<file path="src/tic_pkg.sv">
// shared constants and types of the trap and interrupt control block
package tic_pkg;

   // ***************************************************
   // sizes
   // ***************************************************
   localparam int NIRQ = 15; // interrupt lines 1..15
   localparam int NCOND = 16; // synchronous trap sources
   localparam int NWIN = 8; // register windows
   localparam int WPTR_W = 3; // window pointer width
   localparam int IRQ_W = 4; // interrupt number width

   // ***************************************************
   // register offsets (byte addresses)
   // ***************************************************
   localparam logic [7:0] OFF_TBASE = 8'h00;
   localparam logic [7:0] OFF_MASK_LEVEL = 8'h04;
   localparam logic [7:0] OFF_PEND = 8'h08;
   localparam logic [7:0] OFF_FORCE = 8'h0c;
   localparam logic [7:0] OFF_CLEAR = 8'h10;
   localparam logic [7:0] OFF_WINDOW = 8'h14;
   localparam logic [7:0] OFF_FPU_KIND = 8'h18;

   // ***************************************************
   // reset values
   // ***************************************************
   localparam logic [19:0] TBA_RST = 20'h00000;
   localparam logic [14:0] MASK_RST = 15'h7fff; // all masked
   localparam logic [14:0] LEVEL_RST = 15'h0000;
   localparam logic [7:0] WINV_RST = 8'h00;
   localparam logic [2:0] WPTR_RST = 3'h0;
   localparam logic [31:0] RESET_VEC = 32'h00000000;

   // ***************************************************
   // trap types
   // ***************************************************
   localparam logic [7:0] TT_RESET = 8'h00; // shown only, never stored
   localparam logic [7:0] TT_IRQ_BASE = 8'h10;
   localparam logic [7:0] TT_FP_EXC = 8'h08;
   localparam logic [7:0] TT_DIV_ZERO = 8'h2a;
   localparam logic [7:0] TT_WRITE_ERR = 8'h2b;
   localparam int TICC_IDX = 15; // software trap entry
   // per source, in source order: type and priority (smaller wins)
   localparam logic [7:0] TT_TAB [NCOND] = '{8'h2b, 8'h01, 8'h03, 8'h02,
      8'h04, 8'h24, 8'h0b, 8'h05, 8'h06, 8'h20, 8'h07, 8'h08, 8'h09, 8'h0a,
      8'h2a, 8'h80};
   localparam logic [7:0] PRIO_TAB [NCOND] = '{8'h02, 8'h03, 8'h04, 8'h05,
      8'h05, 8'h06, 8'h07, 8'h08, 8'h08, 8'h09, 8'h0a, 8'h0b, 8'h0d, 8'h0e,
      8'h0f, 8'h10};

   // ***************************************************
   // carriers
   // ***************************************************
   typedef struct packed {
      logic write_err; // store error from write buffer
      logic fetch_err; // blocking fetch error
      logic illegal; // bad opcode or illegal state
      logic priv_instr; // privileged instruction
      logic fp_instr; // floating-point instruction
      logic cp_instr; // coprocessor instruction
      logic wp_hit; // watchpoint match
      logic save; // window save
      logic restore; // window restore or trap return
      logic rf_err; // register file uncorrectable
      logic ls_misalign; // load/store misaligned
      logic xfer; // jump-and-link or trap return
      logic [1:0] xfer_tgt_lo; // low target address bits
      logic fp_exc; // fpu exception
      logic data_err; // blocking data error
      logic tag_ovf; // tagged arithmetic fault
      logic div_zero; // divide by zero
      logic ticc; // software trap, condition true
      logic [6:0] tnum; // software trap number
   } tic_cond_type;

   typedef struct packed {
      logic we; // write both saved counters
      logic [2:0] win; // target window
      logic [31:0] pc;
      logic [31:0] npc;
   } tic_save_type;

endpackage

</file>
<file path="src/tic_trap_sel.sv">
// fixed-priority selection among synchronous trap sources
`timescale 1ns/1ps
module tic_trap_sel (
   input wire logic [tic_pkg::NCOND-1:0] cond_i,
   input wire logic [6:0] tnum_i,
   output logic valid_o,
   output logic [7:0] tt_o
);

   // ***************************************************
   // smallest priority number wins, one pass per cycle
   // ***************************************************
   always_comb begin
      logic [7:0] best;
      best = 8'hff;
      valid_o = 1'b0;
      tt_o = 8'h00;
      for (int i = 0; i < tic_pkg::NCOND; i++) begin
         if (cond_i[i] && (tic_pkg::PRIO_TAB[i] < best)) begin
            best = tic_pkg::PRIO_TAB[i];
            valid_o = 1'b1;
            // software traps land in the upper half of the table
            tt_o = (i == tic_pkg::TICC_IDX) ? {1'b1, tnum_i}
               : tic_pkg::TT_TAB[i];
         end
      end
   end

endmodule // tic_trap_sel

</file>
<file path="src/tic_irq_sel.sv">
// two-level interrupt priority selector
`timescale 1ns/1ps
module tic_irq_sel (
   input wire logic [tic_pkg::NIRQ:1] active_i,
   input wire logic [tic_pkg::NIRQ:1] level_i,
   output logic valid_o,
   output logic [tic_pkg::IRQ_W-1:0] num_o
);

   // ***************************************************
   // highest number per level, high level first
   // ***************************************************
   always_comb begin
      logic hi_v;
      logic lo_v;
      logic [tic_pkg::IRQ_W-1:0] hi_n;
      logic [tic_pkg::IRQ_W-1:0] lo_n;
      hi_v = 1'b0;
      lo_v = 1'b0;
      hi_n = 4'h0;
      lo_n = 4'h0;
      // ascending scan: later hits overwrite, so highest number stays
      for (int i = 1; i <= tic_pkg::NIRQ; i++) begin
         if (active_i[i] && level_i[i]) begin
            hi_v = 1'b1;
            hi_n = 4'(i);
         end else if (active_i[i]) begin
            lo_v = 1'b1;
            lo_n = 4'(i);
         end
      end
      valid_o = hi_v | lo_v;
      num_o = hi_v ? hi_n : lo_n;
   end

endmodule // tic_irq_sel

</file>
<file path="src/tic_top.sv">
// trap entry and interrupt controller of the integer unit
`timescale 1ns/1ps

// Summary of operation
// - simultaneous traps: only highest priority taken
// - trap advances window, saves both counters
// - vector is base plus type, four-instruction slots
// - reset trap first, trap type kept
// - write buffer store error gives 0x2B
// - blocking fetch error gives 0x01
// - illegal gives 0x02, user privileged 0x03
// - fpu off 0x04, coprocessor always 0x24
// - watchpoint match gives 0x0B
// - save into invalid 0x05, restore 0x06
// - register file uncorrectable error gives 0x20
// - misaligned access or transfer gives 0x07
// - fpu exception 0x08, kind recorded
// - blocking data access error gives 0x09
// - tag fault 0x0A, divide by zero 0x2A
// - software trap types 0x80 to 0xFF
// - fifteen request lines prioritised, forwarded
// - only unmasked requests become pending
// - highest high-level first, then low level
// - force acts only while unmasked, never shows pending
// - clear register ones clear pending bits
// - acknowledge clears pending, or force if forced
// - interrupt n is type 0x10+n, 15 unblocked
// - new hardware error requests interrupt 1
module tic_top (
   input wire logic clk_sys_i,
   input wire logic nrst_i,
   input wire logic [7:0] addr_i,
   input wire logic [31:0] wdata_i,
   input wire logic wr_i,
   input wire logic rd_i,
   output logic [31:0] rdata_o,
   input wire tic_pkg::tic_cond_type cond_i,
   input wire logic supervisor_bit_i,
   input wire logic fpu_enable_i,
   input wire logic traps_enabled_i,
   input wire logic [3:0] processor_interrupt_level_i,
   input wire logic [31:0] pc_i,
   input wire logic [31:0] npc_i,
   input wire logic [2:0] fpu_trap_kind_i,
   input wire logic [tic_pkg::NIRQ:1] irq_int_i,
   input wire logic [tic_pkg::NIRQ:1] irq_pin_i,
   input wire logic hardware_error_detected_flag_i,
   input wire logic irq_ack_i,
   input wire logic [tic_pkg::IRQ_W-1:0] irq_ack_num_i,
   output logic trap_take_o,
   output logic [7:0] trap_type_o,
   output logic [31:0] trap_vector_o,
   output tic_pkg::tic_save_type save_o,
   output logic [2:0] current_window_pointer_o,
   output logic irq_req_o,
   output logic [tic_pkg::IRQ_W-1:0] irq_num_o,
   output logic [2:0] fpu_trap_kind_o
);

   // ***************************************************
   // state
   // ***************************************************
   logic [19:0] tba_q, tba_d; // trap table base
   logic [7:0] tt_q, tt_d; // trap_type_field, not reset
   logic [14:0] mask_q, mask_d; // irq_mask_bits
   logic [14:0] level_q, level_d; // irq_level_bits
   logic [14:0] pend_q, pend_d; // irq_pending_bits
   logic [14:0] force_q, force_d; // irq_force_bits
   logic [7:0] winv_q, winv_d; // window_invalid_mask
   logic [2:0] wptr_q, wptr_d; // current_window_pointer
   logic [2:0] fkind_q, fkind_d; // fpu_trap_kind
   logic [31:0] rdata_q, rdata_d; // read data, one cycle late
   logic rst_pend_q, rst_pend_d; // reset trap owed
   logic take_q;
   logic [7:0] ttype_q;
   logic [31:0] vec_q;
   tic_pkg::tic_save_type save_q, save_d;
   logic ireq_q, ireq_d;
   logic [3:0] inum_q, inum_d;
   // pin requests: two-stage synchroniser
   logic [14:0] pin_s1_q, pin_s2_q;

   // ***************************************************
   // combinational helpers
   // ***************************************************
   logic [tic_pkg::NCOND-1:0] src; // trap sources, in table order
   logic tsel_v;
   logic [7:0] tsel_tt;
   logic isel_v;
   logic [3:0] isel_n;
   logic [14:0] req_v; // all raw requests
   logic [14:0] ack_v; // acknowledge as one-hot
   logic [14:0] set_v; // unmasked requests, the only way into pending
   logic [2:0] wptr_dn, wptr_up;
   logic wovf, wunf, irq_ok, take_d;
   logic [7:0] ttn;
   logic [31:0] vec_d;

   // next and previous window, wrap by width
   assign wptr_dn = wptr_q - 3'h1;
   assign wptr_up = wptr_q + 3'h1;
   assign wovf = cond_i.save && winv_q[wptr_dn];
   assign wunf = cond_i.restore && winv_q[wptr_up];

   // ***************************************************
   // trap source vector
   // ***************************************************
   always_comb begin
      src = '0;
      src[0] = cond_i.write_err;
      src[1] = cond_i.fetch_err;
      src[2] = cond_i.priv_instr && !supervisor_bit_i;
      src[3] = cond_i.illegal;
      src[4] = cond_i.fp_instr && !fpu_enable_i;
      src[5] = cond_i.cp_instr;
      src[6] = cond_i.wp_hit;
      src[7] = wovf;
      src[8] = wunf;
      src[9] = cond_i.rf_err;
      // only low two bits matter for word alignment
      src[10] = cond_i.ls_misalign || (cond_i.xfer && (|cond_i.xfer_tgt_lo));
      src[11] = cond_i.fp_exc;
      src[12] = cond_i.data_err;
      src[13] = cond_i.tag_ovf;
      src[14] = cond_i.div_zero;
      src[15] = cond_i.ticc;
   end

   tic_trap_sel u_trap_sel (
      .cond_i(src),
      .tnum_i(cond_i.tnum),
      .valid_o(tsel_v),
      .tt_o(tsel_tt)
   );

   // forced bits count only while unmasked; they stay out of pending
   tic_irq_sel u_irq_sel (
      .active_i((pend_q | force_q) & ~mask_q),
      .level_i(level_q),
      .valid_o(isel_v),
      .num_o(isel_n)
   );

   // ***************************************************
   // request and acknowledge vectors
   // ***************************************************
   always_comb begin
      // interrupt 1 doubles as the hardware error report
      req_v = pin_s2_q | irq_int_i | {14'h0000, hardware_error_detected_flag_i};
      set_v = req_v & ~mask_q;
      ack_v = '0;
      if (irq_ack_i && (irq_ack_num_i != 4'h0)) begin
         ack_v[irq_ack_num_i - 4'h1] = 1'b1;
      end
   end

   // ***************************************************
   // trap decision
   // ***************************************************
   always_comb begin
      // level 15 bypasses the processor level compare
      irq_ok = isel_v && traps_enabled_i
         && ((isel_n == 4'hf) || (isel_n > processor_interrupt_level_i));
      // reset beats all; sync traps beat interrupts
      take_d = rst_pend_q || tsel_v || irq_ok;
      if (rst_pend_q) begin
         ttn = tic_pkg::TT_RESET;
      end else if (tsel_v) begin
         ttn = tsel_tt;
      end else begin
         ttn = tic_pkg::TT_IRQ_BASE + {4'h0, isel_n};
      end
      // sixteen bytes per slot hold four instructions
      vec_d = rst_pend_q ? tic_pkg::RESET_VEC : {tba_q, ttn, 4'h0};
   end

   // ***************************************************
   // next state of all registers but take, type, vector and the pin stages
   // ***************************************************
   always_comb begin
      tba_d = tba_q;
      tt_d = tt_q;
      mask_d = mask_q;
      level_d = level_q;
      winv_d = winv_q;
      wptr_d = wptr_q;
      fkind_d = fkind_q;
      force_d = force_q;
      rdata_d = 32'h00000000;
      rst_pend_d = 1'b0;
      // software writes
      if (wr_i) begin
         case (addr_i)
            tic_pkg::OFF_TBASE: tba_d = wdata_i[31:12];
            tic_pkg::OFF_MASK_LEVEL: begin
               mask_d = wdata_i[15:1];
               level_d = wdata_i[31:17];
            end
            tic_pkg::OFF_FORCE: force_d = wdata_i[15:1];
            tic_pkg::OFF_WINDOW: begin
               winv_d = wdata_i[15:8];
               wptr_d = wdata_i[2:0];
            end
            default: ; // others read-only or strobe-only
         endcase
      end
      // acknowledging a forced interrupt drops the force bit
      force_d = force_d & ~(ack_v & force_q);
      // pending: set beats clear, masked never sets
      pend_d = (pend_q
         & ~((wr_i && (addr_i == tic_pkg::OFF_CLEAR)) ? wdata_i[15:1] : 15'h0000)
         & ~(ack_v & ~force_q))
         | set_v;
      // window moves: trap entry wins over save/restore
      if (take_d) begin
         wptr_d = wptr_dn;
      end else if (cond_i.save) begin
         wptr_d = wptr_dn;
      end else if (cond_i.restore) begin
         wptr_d = wptr_up;
      end
      // reset trap leaves the stored type for post-mortem;
      // the type register is not reset, so no trap may land in it while reset is held
      if (take_d && !rst_pend_q && nrst_i) begin
         tt_d = ttn;
      end
      if (take_d && !rst_pend_q && tsel_v && (tsel_tt == tic_pkg::TT_FP_EXC)) begin
         fkind_d = fpu_trap_kind_i;
      end
      // read mux, unmapped reads zero
      if (rd_i) begin
         case (addr_i)
            tic_pkg::OFF_TBASE: rdata_d = {tba_q, tt_q, 4'h0};
            tic_pkg::OFF_MASK_LEVEL: rdata_d = {level_q, 1'b0, mask_q, 1'b0};
            tic_pkg::OFF_PEND: rdata_d = {16'h0000, pend_q, 1'b0};
            tic_pkg::OFF_FORCE: rdata_d = {16'h0000, force_q, 1'b0};
            tic_pkg::OFF_WINDOW: rdata_d = {16'h0000, winv_q, 5'h00, wptr_q};
            tic_pkg::OFF_FPU_KIND: rdata_d = {29'h00000000, fkind_q};
            default: rdata_d = 32'h00000000;
         endcase
      end
      // counters saved into the window being entered
      save_d.we = take_d;
      save_d.win = wptr_dn;
      save_d.pc = pc_i;
      save_d.npc = npc_i;
      // forward selected interrupt to the integer unit
      ireq_d = isel_v;
      inum_d = isel_n;
   end

   // ***************************************************
   // registers; trap type survives reset on purpose
   // ***************************************************
   always_ff @(posedge clk_sys_i) begin
      tt_q <= tt_d;
      pin_s1_q <= irq_pin_i;
      pin_s2_q <= pin_s1_q;
      if (!nrst_i) begin
         tba_q <= tic_pkg::TBA_RST;
         mask_q <= tic_pkg::MASK_RST;
         level_q <= tic_pkg::LEVEL_RST;
         pend_q <= 15'h0000;
         force_q <= 15'h0000;
         winv_q <= tic_pkg::WINV_RST;
         wptr_q <= tic_pkg::WPTR_RST;
         fkind_q <= 3'h0;
         rdata_q <= 32'h00000000;
         rst_pend_q <= 1'b1; // reset trap owed at release
         take_q <= 1'b0;
         ttype_q <= 8'h00;
         vec_q <= 32'h00000000;
         save_q <= '0;
         ireq_q <= 1'b0;
         inum_q <= 4'h0;
      end else begin
         tba_q <= tba_d;
         mask_q <= mask_d;
         level_q <= level_d;
         pend_q <= pend_d;
         force_q <= force_d;
         winv_q <= winv_d;
         wptr_q <= wptr_d;
         fkind_q <= fkind_d;
         rdata_q <= rdata_d;
         rst_pend_q <= rst_pend_d;
         take_q <= take_d;
         ttype_q <= ttn;
         vec_q <= vec_d;
         save_q <= save_d;
         ireq_q <= ireq_d;
         inum_q <= inum_d;
      end
   end

   assign rdata_o = rdata_q;
   assign trap_take_o = take_q;
   assign trap_type_o = ttype_q;
   assign trap_vector_o = vec_q;
   assign save_o = save_q;
   assign current_window_pointer_o = wptr_q;
   assign irq_req_o = ireq_q;
   assign irq_num_o = inum_q;
   assign fpu_trap_kind_o = fkind_q;
endmodule // tic_top

</file>
<file path="config.mk">
export PLATFORM = sky130hd
export DESIGN_NAME = tic_top
export DESIGN_NICKNAME = d
export VERILOG_FILES = /design/src/tic_pkg.sv /design/src/tic_trap_sel.sv /design/src/tic_irq_sel.sv /design/src/tic_top.sv
export SDC_FILE = /design/constraint.sdc
export NUM_CORES = 1
export LEC_CHECK = 0
export BUFFER_PORTS_ARGS = -buffer_cell sky130_fd_sc_hd__buf_2
export CORE_UTILIZATION = 45
export DETAILED_ROUTE_END_ITERATION = 8
export PLACE_DENSITY = 0.72
export SLEW_MARGIN = 10
export SYNTH_ARGS = -nofsm -noshare
export SYNTH_HDL_FRONTEND = slang
export SYNTH_SLANG_ARGS = --single-unit
export TNS_END_PERCENT = 50
</file>
<file path="constraint.sdc">
create_clock -name clk_sys_i -period 5.32 [get_ports clk_sys_i]
set_input_delay 1.064 -clock clk_sys_i [delete_from_list [all_inputs] [get_ports clk_sys_i]]
set_output_delay 1.064 -clock clk_sys_i [all_outputs]
set_load 0.005 [all_outputs]
</file>
==> impl_metrics.json <==
{
  "status": "complete, no violations",
  "skew_ns": 0.0256,
  "die_y_um": 153,
  "ctsResizeCount": 0,
  "vias": 9350,
  "clkPwrFrac_pct": 44.6,
  "finalInstanceArea_mm2": 0.0131,
  "hp-class": "flop to flop",
  "p_int_uw": 3350,
  "setup-tns-final_ns": 0,
  "area_growth_pct": 27.1,
  "avgViaCountPerCell": 5.44,
  "crit_fanout": 5,
  "clock_latency_ns": 0.55,
  "wl_per_cell_um": 18.4,
  "synth_ff_type": "dfxtp_1",
  "ir_drop_mv": 0.246,
  "grt_usage_pct": 26.1,
  "synth_edf_count": 8,
  "ys_ff_latch": 274,
  "p_comb_share_pct": 5.9,
  "path_class": "flop to flop",
  "yosys_warnings": 0,
  "maxSlewHeadroom_pct": 18.6,
  "hold_viol": 0,
  "synth_cell_types": 76,
  "ioPinCount": 332,
  "period_needed_ns": 4.65,
  "max_clock_freq_mhz": 215,
  "worstPathRequired_ns": 5.72,
  "synth_top_area_share_pct": 51.8,
  "critPathArrivalTime_ns": 5.05,
  "synth_area_mm2": 0.0103,
  "wl_met3_um": 2560,
  "postCtsSetupRepairBufs": 0,
  "met1_length_um": 12500,
  "synthCells": 1105,
  "drt_first_pass_iters": 5,
  "mostFrequentLayoutCell": "buf_2",
  "dieWidth_um": 153,
  "core_mm2": 0.0221,
  "antenna_found_initial": 0,
  "tritoncts.num_buffers": 29,
  "yosys.area.top_type": "dfxtp_1",
  "worst_pin_slew_ns": 1.22,
  "drv_slew": 0,
  "start_util_pct": 46.6,
  "maxCapViolations": 0,
  "clockBufferDepth": 3,
  "postLayoutCoreUtil_pct": 59.2,
  "layout-drive-gt1-share_pct": 29.7,
  "die-area_mm2": 0.0235,
  "nets": 1601,
  "cts.sinks": 274,
  "most-common-layout-cells": "327 x buf_2, 266 x dfxtp_1, 154 x nand2_1, 95 x nor2_1, 93 x and2_1",
  "switching_share_pct": 22.4,
  "grt_pass1_vias": 8801,
  "top_layer": "met4",
  "grt_max_degree": 50,
  "routed-wl-met2_um": 15300,
  "grt_overflow": 0,
  "setup_violations": 0,
  "rsz0062_at_grt": "no",
  "cts_tree": "done",
  "ys_seq_area_share_pct": 54.1,
  "setup.worst_path.start_class": "flop",
  "drcViolationCount": 0,
  "synthArstFlopShare_pct": 0,
  "p_seq_share_pct": 49.5,
  "cp-end-kind": "flop",
  "power.switching_uw": 966,
  "power_density_mw_per_mm2": 330,
  "synth_area_per_cell_um2": 9.31,
  "place_congestion": 0.922,
  "netlist_top_cells_area": "dfxtp_1 52%, and2_1 5.7%, nand2_1 5.6%",
  "totalWireLength_um": 31600,
  "p_leak_uw": 0.00569,
  "detail-route-antenna-nets": 0,
  "io_buffers": 327,
  "grt_first_pass_wirelength_um": 47800,
  "clk_pin_slew_worst_paths_ns": 0.07,
  "place_area_mm2": 0.0121,
  "cts_root_buf": "clkbuf_16",
  "antennaDiodeCount": 0,
  "postCtsHoldBufs": 0,
  "dp_hpwl_um": 23400,
  "fin_crit_sh_pct": 87.5,
  "htree_levels": 1,
  "drt_iter0_drc": 741,
  "std_cell_rows": 54
}
==> flip-flops by register name (all words and copies together), names as in the netlist, 4 cells and up <==
signal	flops
irq_num_o	4
pin_s1_q	15
winv_q	8
level_q	15
trap_vector_o	28
trap_type_o	8
tt_q	8
mask_q	15
pin_s2_q	15
pend_q	15
force_q	15
rdata_o	32
save_o	68
tba_q	20
==> critical path, cell delays in order, from the launching register on <==
cell and delay [ns]:
dfxtp_1 0.34, o21bai_1 0.48, o22ai_1 0.22, or4_1 0.61, nor2_1 0.20, o221ai_1 0.15
a2bb2oi_1 0.40, inv_1 0.09, ha_1 0.29, nor2b_1 0.14, o21ai_0 0.15, nand2b_1 0.07
a21oi_1 0.13, and3b_1 0.21, or4b_4 0.57, a2111oi_2 0.39, nor3_2 0.05
==> layer usage <==
| layer | track usage, % | up-vias |
|---|---|---|
| met1 | 31.3 | 4301 |
| met5 | 0 | - |
| met3 | 4.82 | 71 |
| met4 | 11.4 | 0 |
| met2 | 45.5 | 495 |
| li1 | - | 4483 |
==> logic make-up after synthesis <==
kind of cell	Yosys count	share of synthesized area (%)
AOI/OAI and AO/OA	270	17.8
xor gates and xnor gates	2	0.170
adders and majority gates	6	0.730
buffers and inverters	92	3.67
DFF	274	54.1
muxes	19	2.54
other	1	0.0365
and+or+nand+nor	441	20.9
==> cell type report <==
cell class / count / area (um^2)
clock buffers: 42 / 855
clock inverters: 12 / 75.1
fillers: 2009 / 9020
inverters: 29 / 109
multi-input cells: 742 / 4380
flip-flops and latches: 274 / 5570
well taps: 280 / 350
repair buffers: 339 / 1740
==> worst paths after layout <==
path | slack, ns | to | start | depth (start not counted)
setup reg to reg | 0.67 | current_window_pointer_o[0]$_SDFFE_PN0P_ | force_q[13]$_SDFF_PN0_ | 16
hold reg to reg | 0.32 | pin_s2_q[0]$_DFF_P_ | pin_s1_q[0]$_DFF_P_ | 0
setup / recovery | 0.67 | current_window_pointer_o[0]$_SDFFE_PN0P_ | force_q[13]$_SDFF_PN0_ | 16
hold / removal | 0.32 | pin_s2_q[0]$_DFF_P_ | pin_s1_q[0]$_DFF_P_ | 0
==> synthesized netlist by cell type, drive strengths merged (3+ instances only) <==
master / instances
and2: 94
a222oi: 4
a221oi: 5
nand3: 19
inv: 29
a22oi: 39
nand4: 5
nor4: 10
ha: 6
nor2b: 8
o31ai: 3
mux2: 8
and3: 7
a2111oi: 4
buf: 13
nand2b: 9
nor3b: 3
a311oi: 3
or2: 3
mux2i: 7
o22ai: 16
nor3: 16
o211ai: 17
o21ai: 24
or3: 3
or4: 4
mux4: 4
nor2: 96
o221ai: 5
edfxtp: 8
o21ba: 5
nand2: 155
o21bai: 23
clkbuf: 50
a21oi: 83
dfxtp: 266
o2bb2ai: 4
a31oi: 16
==> per-stage QoR <==
stage,total power [uW],hold slack [ns],std cells,worst slack (ns)
CTS,4350,0.326,1718,0.751
global route,4460,0.328,1718,0.329
global placement,2430,0.310,1664,0.882
floorplan,2280,0.310,1108,1.41
finish,4310,0.323,1718,0.668
detailed placement,2430,0.312,1664,0.789
==> power by group through the flow <==
stage	clock network [uW]	registers, uW	logic, uW
after global routing	2050	2140	276
after global placement	0	2180	249
final	1920	2140	253
after detailed placement	0	2180	251
after floorplan	0	2180	105
after CTS	1960	2140	252
No activity file was read; power rests on OpenSTA's default activity.
